[src/slc_pkg.sv]
// Package for the synthesizer latch bank: field positions, address codes, timing.
// Assumes both ends and the checker import it whole.
package slc_pkg;
	localparam int WORD_BITS = 24;
	// Address codes, {latch_addr_high, latch_addr_low} in bits 1:0
	localparam logic [1:0] ADDR_CONTROL = 2'h0;
	localparam logic [1:0] ADDR_FEEDBACK = 2'h2;
	localparam logic [1:0] ADDR_REFERENCE = 2'h1;
	// Control word fields
	localparam int CTL_COUNTER_RESET = 4;
	localparam int CTL_PUMP_TRISTATE = 3;
	localparam int CTL_POLARITY = 8;
	localparam int CTL_PUMP_GAIN = 10;
	localparam int CTL_MUTE_LOCK = 11;
	localparam int CTL_PUMP_ONE_LSB = 14;
	localparam int CTL_PUMP_TWO_LSB = 17;
	localparam int CTL_PD_REQUEST = 20;
	localparam int CTL_PD_MODE = 21;
	localparam int CTL_PRESCALER_LSB = 22;
	// Feedback word fields
	localparam int FB_SWALLOW_LSB = 2;
	localparam int FB_SWALLOW_W = 5;
	localparam int FB_MAIN_LSB = 8;
	localparam int FB_MAIN_W = 13;
	localparam int FB_PUMP_GAIN = 21;
	localparam int FB_DIV2 = 22;
	localparam int FB_DIV2_SEL = 23;
	// Reference word fields
	localparam int REF_DIV_LSB = 2;
	localparam int REF_DIV_W = 14;
	localparam int REF_LOCK_PREC = 18;
	localparam int REF_TEST = 19;
	localparam int REF_BAND_LSB = 20;
	// Reset values
	localparam logic [23:0] CONTROL_RESET = 24'h00_0000;
	localparam logic [23:0] FEEDBACK_RESET = 24'h00_0000;
	localparam logic [23:0] REFERENCE_RESET = 24'h00_0005; // Divide ratio 1 in bits 15:2, address 01
	// Lock counts
	localparam logic [2:0] LOCK_CYCLES_FINE = 3'h5;
	localparam logic [2:0] LOCK_CYCLES_COARSE = 3'h3;
	// Host timing
	localparam int CLOCK_HZ = 10_000_000;
	localparam int SETTLE_LONG_US = 5000;
	localparam int SETTLE_SHORT_US = 600;
	localparam int SETTLE_LONG_CYCLES = (SETTLE_LONG_US * (CLOCK_HZ / 1_000_000));
	localparam int SETTLE_SHORT_CYCLES = (SETTLE_SHORT_US * (CLOCK_HZ / 1_000_000));
	localparam int SCLK_HALF_CYCLES = 4;
	// Power-down states
	typedef enum logic [2:0] {
		SLC_PD_RUN = 3'b001,
		SLC_PD_WAIT1 = 3'b010,
		SLC_PD_DOWN = 3'b100
	} slc_pd_state_t;
	// Host sequencer states
	typedef enum logic [3:0] {
		SLC_H_IDLE = 4'b0001,
		SLC_H_SHIFT = 4'b0010,
		SLC_H_LOAD = 4'b0100,
		SLC_H_WAIT = 4'b1000
	} slc_host_state_t;
endpackage

[src/slc_link_if.sv]
// Three-wire serial link between the host and the latch bank.
// Assumes the bench connects both modports and drives i_clock of both ends.
`timescale 1ns/100ps
interface slc_link_if;
	logic sclk;
	logic sdata;
	logic load_strobe;
	logic chip_enable;
	modport host (output sclk, output sdata, output load_strobe, output chip_enable);
	modport dev (input sclk, input sdata, input load_strobe, input chip_enable);
endinterface

[src/slc_latch_bank.sv]
// Latch bank end: serial shift register, three word latches, power-down control.
// Assumes link pins are asynchronous; the reference divider output comes from analog counters.
`timescale 1ns/100ps
module slc_latch_bank import slc_pkg::*; (
	input wire logic i_clock,
	input wire logic i_rst,
	slc_link_if.dev link,
	input wire logic i_ref_out,
	input wire logic i_phase_ok,
	output logic o_powered_down,
	output logic o_counters_held,
	output logic o_pump_tristate,
	output logic o_pump_polarity,
	output logic [2:0] o_pump_current,
	output logic o_rf_enable,
	output logic o_ref_buffer_en,
	output logic o_locked,
	output logic [1:0] o_prescaler,
	output logic [4:0] o_swallow,
	output logic [12:0] o_main,
	output logic [17:0] o_total_div,
	output logic o_div2_enable,
	output logic o_div2_to_prescaler,
	output logic [13:0] o_ref_divide,
	output logic o_band_clock
);
	logic [4:0] sync1_ff;
	logic [4:0] sync2_ff;
	logic sclk_d_ff;
	logic le_d_ff;
	logic ref1_ff;
	logic ref2_ff;
	logic ref_d_ff;
	logic [23:0] shift_ff;
	logic [23:0] control_ff;
	logic [23:0] feedback_ff;
	logic [23:0] reference_ff;
	logic gain_ff;
	logic [2:0] lock_cnt_ff;
	logic [2:0] band_cnt_ff;
	slc_pd_state_t pd_ff;
	slc_pd_state_t nxt_pd;
	logic sclk_rise;
	logic le_rise;
	logic ref_rise;
	logic pd_active;
	logic [2:0] lock_need;
	logic [2:0] band_mask;

	// Two-stage synchronisers; only stage two is read by logic
	always_ff @(posedge i_clock or posedge i_rst) begin
		if (i_rst) begin
			sync1_ff <= 5'h04; // Strobe idles high, so no false latch after reset
			sync2_ff <= 5'h04;
			ref1_ff <= 1'b0;
			ref2_ff <= 1'b0;
		end else begin
			sync1_ff <= {i_phase_ok, link.chip_enable, link.load_strobe, link.sdata, link.sclk};
			sync2_ff <= sync1_ff;
			ref1_ff <= i_ref_out;
			ref2_ff <= ref1_ff;
		end
	end

	// Edge detect registers
	always_ff @(posedge i_clock or posedge i_rst) begin
		if (i_rst) begin
			sclk_d_ff <= 1'b0;
			le_d_ff <= 1'b1;
			ref_d_ff <= 1'b0;
		end else begin
			sclk_d_ff <= sync2_ff[0];
			le_d_ff <= sync2_ff[2];
			ref_d_ff <= ref2_ff;
		end
	end
	assign sclk_rise = sync2_ff[0] & ~sclk_d_ff;
	assign le_rise = sync2_ff[2] & ~le_d_ff;
	assign ref_rise = ref2_ff & ~ref_d_ff;

	// Shift register never gated by power-down, so words still load there
	always_ff @(posedge i_clock or posedge i_rst) begin
		if (i_rst) begin
			shift_ff <= 24'h00_0000;
		end else if (sclk_rise) begin
			shift_ff <= {shift_ff[22:0], sync2_ff[1]};
		end
	end

	// Latch transfer on strobe rise, decoded by the two address bits
	always_ff @(posedge i_clock or posedge i_rst) begin
		if (i_rst) begin
			control_ff <= CONTROL_RESET;
			feedback_ff <= FEEDBACK_RESET;
			reference_ff <= REFERENCE_RESET;
		end else if (le_rise) begin
			unique case (shift_ff[1:0])
				ADDR_CONTROL: control_ff <= shift_ff;
				ADDR_FEEDBACK: feedback_ff <= shift_ff;
				ADDR_REFERENCE: reference_ff <= shift_ff;
				default: ; // Address 11 selects no latch here
			endcase
		end
	end

	// Gain bit shared by two words; whichever was written last holds
	always_ff @(posedge i_clock or posedge i_rst) begin
		if (i_rst) begin
			gain_ff <= 1'b0;
		end else if (le_rise && shift_ff[1:0] == ADDR_CONTROL) begin
			gain_ff <= shift_ff[CTL_PUMP_GAIN];
		end else if (le_rise && shift_ff[1:0] == ADDR_FEEDBACK) begin
			gain_ff <= shift_ff[FB_PUMP_GAIN];
		end
	end

	// Power-down state: asynchronous mode now, synchronous waits two reference edges
	always_comb begin
		nxt_pd = pd_ff;
		unique case (pd_ff)
			SLC_PD_RUN: begin
				if (le_rise && shift_ff[1:0] == ADDR_CONTROL && shift_ff[CTL_PD_REQUEST]) begin
					nxt_pd = shift_ff[CTL_PD_MODE] ? SLC_PD_WAIT1 : SLC_PD_DOWN;
				end
			end
			SLC_PD_WAIT1: begin
				// A strobe rise counts as edge zero; the second reference edge moves on, once ref_seen_ff is set
				if (ref_rise) begin
					nxt_pd = SLC_PD_DOWN;
				end
			end
			SLC_PD_DOWN: begin
				if (!control_ff[CTL_PD_REQUEST]) begin
					nxt_pd = SLC_PD_RUN;
				end
			end
			default: nxt_pd = SLC_PD_RUN;
		endcase
		// Writing the request bit to zero leaves power-down at any point, except on the cycle of the first reference edge in SLC_PD_WAIT1
		if (le_rise && shift_ff[1:0] == ADDR_CONTROL && !shift_ff[CTL_PD_REQUEST]) begin
			nxt_pd = SLC_PD_RUN;
		end
	end

	// Extra waiting stage counter: a second reference edge is required before down
	logic ref_seen_ff;
	always_ff @(posedge i_clock or posedge i_rst) begin
		if (i_rst) begin
			pd_ff <= SLC_PD_RUN;
			ref_seen_ff <= 1'b0;
		end else if (pd_ff == SLC_PD_WAIT1 && ref_rise && !ref_seen_ff) begin
			ref_seen_ff <= 1'b1;
		end else begin
			ref_seen_ff <= ref_seen_ff && (nxt_pd == SLC_PD_WAIT1); // Held until the second edge
			pd_ff <= nxt_pd;
		end
	end

	assign pd_active = (pd_ff == SLC_PD_DOWN) || !sync2_ff[3];

	// Lock detect: count good reference cycles, cleared whenever the loop is down
	assign lock_need = reference_ff[REF_LOCK_PREC] ? LOCK_CYCLES_FINE : LOCK_CYCLES_COARSE;
	always_ff @(posedge i_clock or posedge i_rst) begin
		if (i_rst) begin
			lock_cnt_ff <= 3'h0;
		end else if (pd_active || control_ff[CTL_COUNTER_RESET]) begin
			lock_cnt_ff <= 3'h0;
		end else if (ref_rise) begin
			if (!sync2_ff[4]) begin
				lock_cnt_ff <= 3'h0;
			end else if (lock_cnt_ff < lock_need) begin
				lock_cnt_ff <= lock_cnt_ff + 3'h1;
			end
		end
	end

	// Band select clock: reference output divided by 1, 2, 4 or 8
	always_comb begin
		unique case (reference_ff[REF_BAND_LSB +: 2])
			2'h0: band_mask = 3'h0;
			2'h1: band_mask = 3'h1;
			2'h2: band_mask = 3'h3;
			default: band_mask = 3'h7;
		endcase
	end
	always_ff @(posedge i_clock or posedge i_rst) begin
		if (i_rst) begin
			band_cnt_ff <= 3'h0;
			o_band_clock <= 1'b0;
		end else if (pd_active) begin
			band_cnt_ff <= 3'h0;
			o_band_clock <= 1'b0;
		end else begin
			if (ref_rise) begin
				band_cnt_ff <= (band_cnt_ff + 3'h1) & band_mask;
			end
			o_band_clock <= (band_mask == 3'h0) ? ref2_ff : ((band_cnt_ff & band_mask) == 3'h0);
		end
	end

	// Registered outputs; test bit is never acted on, so test latch is ignored
	always_ff @(posedge i_clock or posedge i_rst) begin
		if (i_rst) begin
			o_powered_down <= 1'b1;
			o_counters_held <= 1'b1;
			o_pump_tristate <= 1'b1;
			o_pump_polarity <= 1'b0;
			o_pump_current <= 3'h0;
			o_rf_enable <= 1'b0;
			o_ref_buffer_en <= 1'b0;
			o_locked <= 1'b0;
			o_prescaler <= 2'h0;
			o_swallow <= 5'h00;
			o_main <= 13'h0000;
			o_total_div <= 18'h0_0000;
			o_div2_enable <= 1'b0;
			o_div2_to_prescaler <= 1'b0;
			o_ref_divide <= 14'h0001;
		end else begin
			o_powered_down <= pd_active;
			o_counters_held <= pd_active || control_ff[CTL_COUNTER_RESET];
			o_pump_tristate <= pd_active || control_ff[CTL_PUMP_TRISTATE];
			o_pump_polarity <= control_ff[CTL_POLARITY];
			o_pump_current <= gain_ff ? control_ff[CTL_PUMP_TWO_LSB +: 3]
				: control_ff[CTL_PUMP_ONE_LSB +: 3];
			o_rf_enable <= !pd_active && !(control_ff[CTL_MUTE_LOCK] && !o_locked);
			o_ref_buffer_en <= !pd_active;
			o_locked <= !pd_active && (lock_cnt_ff >= lock_need);
			o_prescaler <= control_ff[CTL_PRESCALER_LSB +: 2];
			o_swallow <= feedback_ff[FB_SWALLOW_LSB +: FB_SWALLOW_W];
			o_main <= feedback_ff[FB_MAIN_LSB +: FB_MAIN_W];
			// Prescaler modulus is 8, 16, 32 or 64 from the two select bits
			o_total_div <= 18'((feedback_ff[FB_MAIN_LSB +: FB_MAIN_W] << (3 + int'(control_ff[CTL_PRESCALER_LSB +: 2])))
				+ feedback_ff[FB_SWALLOW_LSB +: FB_SWALLOW_W]);
			o_div2_enable <= feedback_ff[FB_DIV2];
			o_div2_to_prescaler <= feedback_ff[FB_DIV2_SEL];
			o_ref_divide <= reference_ff[REF_DIV_LSB +: REF_DIV_W];
		end
	end
endmodule // slc_latch_bank

[src/flat_wrapper.sv]
// flat-port wrapper written by rule: the top's interface ports become plain ports
module slc_latch_bank_flat import slc_pkg::*;
  (i_clock, i_rst, i_ref_out, i_phase_ok, o_powered_down, o_counters_held, o_pump_tristate, o_pump_polarity, o_pump_current, o_rf_enable, o_ref_buffer_en, o_locked, o_prescaler, o_swallow, o_main, o_total_div, o_div2_enable, o_div2_to_prescaler, o_ref_divide, o_band_clock, link_sclk, link_sdata, link_load_strobe, link_chip_enable);
  slc_link_if link_i ();
  input wire logic i_clock;
  input wire logic i_rst;
  input wire logic i_ref_out;
  input wire logic i_phase_ok;
  output logic o_powered_down;
  output logic o_counters_held;
  output logic o_pump_tristate;
  output logic o_pump_polarity;
  output logic [2:0] o_pump_current;
  output logic o_rf_enable;
  output logic o_ref_buffer_en;
  output logic o_locked;
  output logic [1:0] o_prescaler;
  output logic [4:0] o_swallow;
  output logic [12:0] o_main;
  output logic [17:0] o_total_div;
  output logic o_div2_enable;
  output logic o_div2_to_prescaler;
  output logic [13:0] o_ref_divide;
  output logic o_band_clock;
  input wire logic [$bits(link_i.sclk)-1:0] link_sclk;
  input wire logic [$bits(link_i.sdata)-1:0] link_sdata;
  input wire logic [$bits(link_i.load_strobe)-1:0] link_load_strobe;
  input wire logic [$bits(link_i.chip_enable)-1:0] link_chip_enable;
  assign link_i.sclk = link_sclk;
  assign link_i.sdata = link_sdata;
  assign link_i.load_strobe = link_load_strobe;
  assign link_i.chip_enable = link_chip_enable;
  slc_latch_bank u_core (.i_clock(i_clock), .i_rst(i_rst), .link(link_i), .i_ref_out(i_ref_out), .i_phase_ok(i_phase_ok), .o_powered_down(o_powered_down), .o_counters_held(o_counters_held), .o_pump_tristate(o_pump_tristate), .o_pump_polarity(o_pump_polarity), .o_pump_current(o_pump_current), .o_rf_enable(o_rf_enable), .o_ref_buffer_en(o_ref_buffer_en), .o_locked(o_locked), .o_prescaler(o_prescaler), .o_swallow(o_swallow), .o_main(o_main), .o_total_div(o_total_div), .o_div2_enable(o_div2_enable), .o_div2_to_prescaler(o_div2_to_prescaler), .o_ref_divide(o_ref_divide), .o_band_clock(o_band_clock));
endmodule
[config.mk]
export PLATFORM = sky130hd
export DESIGN_NAME = slc_latch_bank_flat
export DESIGN_NICKNAME = d
export VERILOG_FILES = /design/src/slc_pkg.sv /design/src/slc_link_if.sv /design/src/slc_latch_bank.sv /design/src/flat_wrapper.sv
export SDC_FILE = /design/constraint.sdc
export NUM_CORES = 1
export LEC_CHECK = 0
export ABC_AREA = 0
export BUFFER_PORTS_ARGS = -buffer_cell sky130_fd_sc_hd__buf_2
export CAP_MARGIN = 20
export CORE_MARGIN = 2
export CORE_UTILIZATION = 50
export DETAILED_ROUTE_END_ITERATION = 12
export GPL_TIMING_DRIVEN = 0
export PLACE_DENSITY = 0.7
export SLEW_MARGIN = 30
export SYNTH_ARGS = -nofsm -noshare
export SYNTH_HDL_FRONTEND = slang
export SYNTH_SLANG_ARGS = --single-unit
[constraint.sdc]
create_clock -name i_clock -period 9.4 [get_ports i_clock]
set_input_delay 0.94 -clock i_clock [delete_from_list [all_inputs] [get_ports i_clock]]
set_output_delay 0.94 -clock i_clock [all_outputs]
set_load 0.02 [all_outputs]
; ---- Word level (Yosys, flattened, before mapping)
; Index checks and enable logic that the tools add are counted.
[word_totals]
ff_bits = 185
in_bits = 8
out_inout_bits = 65
[op_classes]
addsub = 4
magnitude_cmp = 2
n_eq_ne = 9
n_shift = 1
muxes = 20
n_bitwise = 8
n_reduce_logical = 30
[op_table]
columns = operator, count
row1 = $mux W3, 13
row2 = $shl A13 B32 Y18, 1
row3 = $add A18 B5 Y18, 1
row4 = $pmux W3 S3, 2
row5 = $logic_and A1 B1 Y1, 10
row6 = $reduce_and A2 Y1, 4
row7 = $add A3 B1 Y3 const B, 2
row8 = $and A3 B3 Y3, 2
row9 = $eq A3 B2 Y1 const B, 2
row10 = $logic_not A1 Y1, 6
row11 = $logic_not A3 Y1, 2
row12 = $reduce_bool A2 Y1, 3
row13 = $mux W1, 5
row14 = $eq A2 B1 Y1 const B, 2
row15 = $eq A2 B2 Y1 const B, 2
row16 = $logic_not A2 Y1, 2
row17 = $add A2 B2 Y3 const A, 1
row18 = $and A1 B1 Y1, 3
row19 = $eq A3 B1 Y1 const B, 1
row20 = $eq A3 B3 Y1 const B, 1
row21 = $ge A3 B3 Y1, 1
row22 = $logic_or A1 B1 Y1, 3
row23 = $lt A3 B3 Y1, 1
row24 = $ne A3 B3 Y1 const B, 1
row25 = $not A1 Y1, 3

; ---- Depth between registers and ports, before layout
[logic_depth]
ltp_word = 10
depth_mapped = 17
mapped_depth_nobuf = 13

; ---- Worst setup path before layout
; OpenSTA, ideal clock, no wires.
[synth_path]
path_kind = reg2reg
start = register u_core.control_ff[22]
end = register u_core.o_total_div[15]
setup_time_ns = 0.133
arrival_ns = 3.174
required_time_ns = 9.267
setup_slack_ns = 6.093
stages_incl_launch_ff = 16
n_path_buf = 3
synth_period_minus_slack_ns = 3.307
cell_sequence = dfrtp_1 > buf_4 > inv_2 > buf_2 > ha_1 > buf_6 > mux2i_1 > mux2i_1 > and2_1 > ha_1 > a21o_1 > a21oi_1 > o2bb2ai_1 > nor4_2 > nand3_1 > xor2_1
[synth_via]
elab_chain_len = 3
[synth_rtl]
columns = element, line
row1 = start: declaration, slc_latch_bank.sv:35  ; logic [23:0] control_ff;
row2 = start signal: assignment, slc_latch_bank.sv:98  ; ADDR_CONTROL: control_ff <= shift_ff;
row3 = $add A2 B2 Y3, slc_latch_bank.sv:233  ; o_total_div <= 18'((feedback_ff[FB_MAIN_LSB +: FB_MAIN_W] << (3 + int'(control_ff[CTL_PRESCALER_LSB +: 2])))
row4 = $shl A13 B32 Y18, slc_latch_bank.sv:233
row5 = $add A18 B5 Y18, slc_latch_bank.sv:234  ; + feedback_ff[FB_SWALLOW_LSB +: FB_SWALLOW_W]);
row6 = end signal: assignment, slc_latch_bank.sv:233
row7 = end: declaration, slc_latch_bank.sv:21  ; output logic [17:0] o_total_div,
; Every way passes these cells.
; A chain may end at the register's enable or synchronous reset.

; ---- Worst setup path in the final report
; Ends and elaborated chain as after synthesis.

==> results.yml <==
sta:
  fin_setup_tns_ns: 0
  fin_crit_sh: 0.4183
  whs_ns: 0.3472
  slew_headroom: 0.5427
  setup_viol: 0
  setup_ws_ns: 5.468
  slew_violations: 0
  grt_setup_unrepaired: "no"
  finalHoldViolCount: 0
  min_period_ns: 3.932
  clock_skew_ns: 0.006295
  tightestPinTransition_ns: 0.6860
  fmax_ghz: 0.2543
clock_tree:
  cts.clk_slew.worst_paths_ns: 0.06
  ctsResizeCount: 0
  insertion_delay_ns: 0.42
  postCtsHoldBufs: 0
  clock_path_buffers: 2
  cts_tree: "done"
  clockRootBuffer: "clkbuf_16"
  h-tree-depth: 4
  cts_buffers: 17
  cts_setup_buffers: 0
  cts_sinks: 165
critical_path:
  reg2reg_depth: 14
  crit_cells: 14
  cp-end-kind: "flop"
  r2r_setup_slack_ns: 5.47
  timing.rr.start: "u_core.control_ff[22]"
  start_kind: "flop"
  crit_required_ns: 9.69
  crit_chain: "buf_4 -> inv_2 -> buf_2 -> ha_1 -> buf_2 -> inv_1 -> buf_1 -> o22ai_1 -> ha_1 -> nand4_1 -> o2bb2ai_1 -> nor4_2 -> nand3_1 -> xor2_1"
  cp-startpoint: "u_core.control_ff[22]"
  crit_family: "buffers and inverters"
  worst-path-buf-inv: 6
  cp.arrival_ns: 4.22
  crit_type: "reg -> reg"
  crit_path_max_fanout: 10
  critPathMaxStageDelay_ns: 0.56
  cp_slowest_cell: "buf_1"
floorplanning:
  die_w_um: 119.6
  initial_core_util: 0.5086
  core_um2: 13140
  rows: 42
  die_h_um: 119.6
  die_area_um2: 14300
  ios: 73
final_layout:
  fillers: 1049
  drive_above_1_share: 0.3438
  nets: 612
  area_growth_pct: 17.08
  finalNonFillerCells: 781
  fin_area_um2: 7823
  antennaDiodeCount: 0
synth:
  avgSynthCellArea_um2: 13.34
  syn-num-nets: 520
  synthTopCellsByCount: "dfrtp_1, mux2_2, nand2_1"
  synth.area.top_cells: "dfrtp_1, mux2_2, dfstp_2"
  yosys.area.top_type_share: 0.5843
  syn_inst: 501
  synthFlopType: "dfrtp_1"
  synth.yosys.seq_area_share: 0.6197
  syn_area_um2: 6681
  yosysWarnings: 0
  synth_edf_count: 0
  yosysMostFrequentCell: "dfrtp_1"
  ys_ff_latch: 165
  synth_cell_types: 58
  yosys.area.top_type: "dfrtp_1"
  async_flop_share: 1.000
routing:
  drt_iter0_drc: 253
  wl_mm: 12.88
  routed-via-count: 4144
  drc: 0
  avgRoutedWirePerCell_um: 16.49
  vias_per_cell: 5.306
  drt-pass1-iter-count: 6
  antenna_left: 0
run:
  max_cap_viol_count: 0
place:
  placed_cells: 750
  post_dp_cell_area_um2: 7297
  dp_slack_ns: 5.526
  port_buffers: 72
  routabilityCongestion: 0.8241
  dp_hpwl_mm: 9.014
hold_path:
  hold_path_startpoint: "u_core.sync1_ff[1]"
  min_path_cells: 0
  min_path_type: "reg -> reg"
grt:
  antenna_found_initial: 0
  grt_pass1_vias: 4175
  overflow: 0
  grt_max_degree: 97
  grt_pass1_wl_mm: 21.43
  grt.total_usage: 0.1971
power_and_ir_drop:
  pwr_density_cell_nw_per_um2: 254.2
  ir_drop_uv: 183.9
  p_leak_nw: 3.790
outcome:
  run_status: "finished, final reports clean"
-- metal layers --
layer | track usage | vias up | share of wire
met2 | 0.3311 | 80 | 0.51
met3 | 0.05608 | 15 | 0.038
met1 | 0.2467 | 2112 | 0.44
met5 | 0 | - | 0
met4 | 0.06618 | 0 | 0.014
li1 | - | 1937 | -
-- registers in the layout, summed over array words and instances, names as in the netlist, 2 cells and up --
name	cells
u_core.o_pump_current	3
u_core.o_swallow	5
u_core.o_total_div	18
u_core.o_ref_divide	14
u_core.sync1_ff	5
u_core.band_cnt_ff	3
u_core.o_prescaler	2
u_core.pd_ff	3
u_core.o_main	13
u_core.feedback_ff	20
u_core.sync2_ff	5
u_core.lock_cnt_ff	3
u_core.reference_ff	17
u_core.control_ff	13
u_core.shift_ff	24
-- report_power, final --
part           switching, W  total [W]  internal (W)  leakage [nW]
clock network      0.000265   0.000615      0.000350         0.243
registers          0.000110   0.000982      0.000872          2.16
logic              0.000223   0.000392      0.000169          1.39
-- cell type report --
type | instances | area (µm²) | area share
flip-flops and latches | 165 | 4140 | 0.5293
plain buffers | 19 | 90.09 | 0.01152
inverters | 12 | 52.55 | 0.006718
repair buffers | 73 | 387.9 | 0.04958
well taps | 176 | 220.2 | 0.02815
clock inverters | 7 | 48.80 | 0.006238
clock buffers | 24 | 471.7 | 0.06030
multi-input cells | 305 | 2411 | 0.3082
-- metrics by stage --
stage,total power [W],util
after global routing,0.002101,0.5954
final,0.001988,0.5954
after detailed placement,0.001390,0.5554
after global placement,0.001375,0.5528
after floorplan,0.001237,-
after CTS,0.002010,0.5950
-- layout by cell type (no fill, tap or decap), drive strengths merged, types with 3 or more instances in the layout --
cell / count
dfrtp: 156
buf: 81
mux2: 78
nand2: 51
clkbuf: 35
nor2: 29
mux2i: 17
a21oi: 13
inv: 13
xnor2: 12
ha: 10
o21ai: 9
dfstp: 9
nor3: 8
nand2b: 7
nor2b: 7
nor4: 6
or2: 4
a21o: 4
a22oi: 4
xor2: 4
clkinvlp: 4
o22ai: 3
a32oi: 3
-- kinds of logic (layout without fill, tap and decap cells) --
family / count (synthesis) / after routing / share of synthesized area
and+or+nand+nor: 127 / 127 / 0.09382
DFF: 165 / 165 / 0.6197
AOI/OAI and AO/OA: 54 / 54 / 0.05806
muxes: 97 / 97 / 0.1655
adders and majority gates: 11 / 11 / 0.02172
buffers and inverters: 31 / 135 / 0.02022
xor gates and xnor gates: 16 / 16 / 0.02097
-- worst paths after layout --
kind                                                 to
worst max-delay path             u_core.o_total_div[15]
worst min-delay path                 u_core.sync2_ff[1]
worst max register to register   u_core.o_total_div[15]
worst min register to register       u_core.sync2_ff[1]
max in group asynchronous                u_core.le_d_ff
min in group asynchronous       u_core.o_ref_divide[13]
No activity file was read; power rests on OpenSTA's default activity.
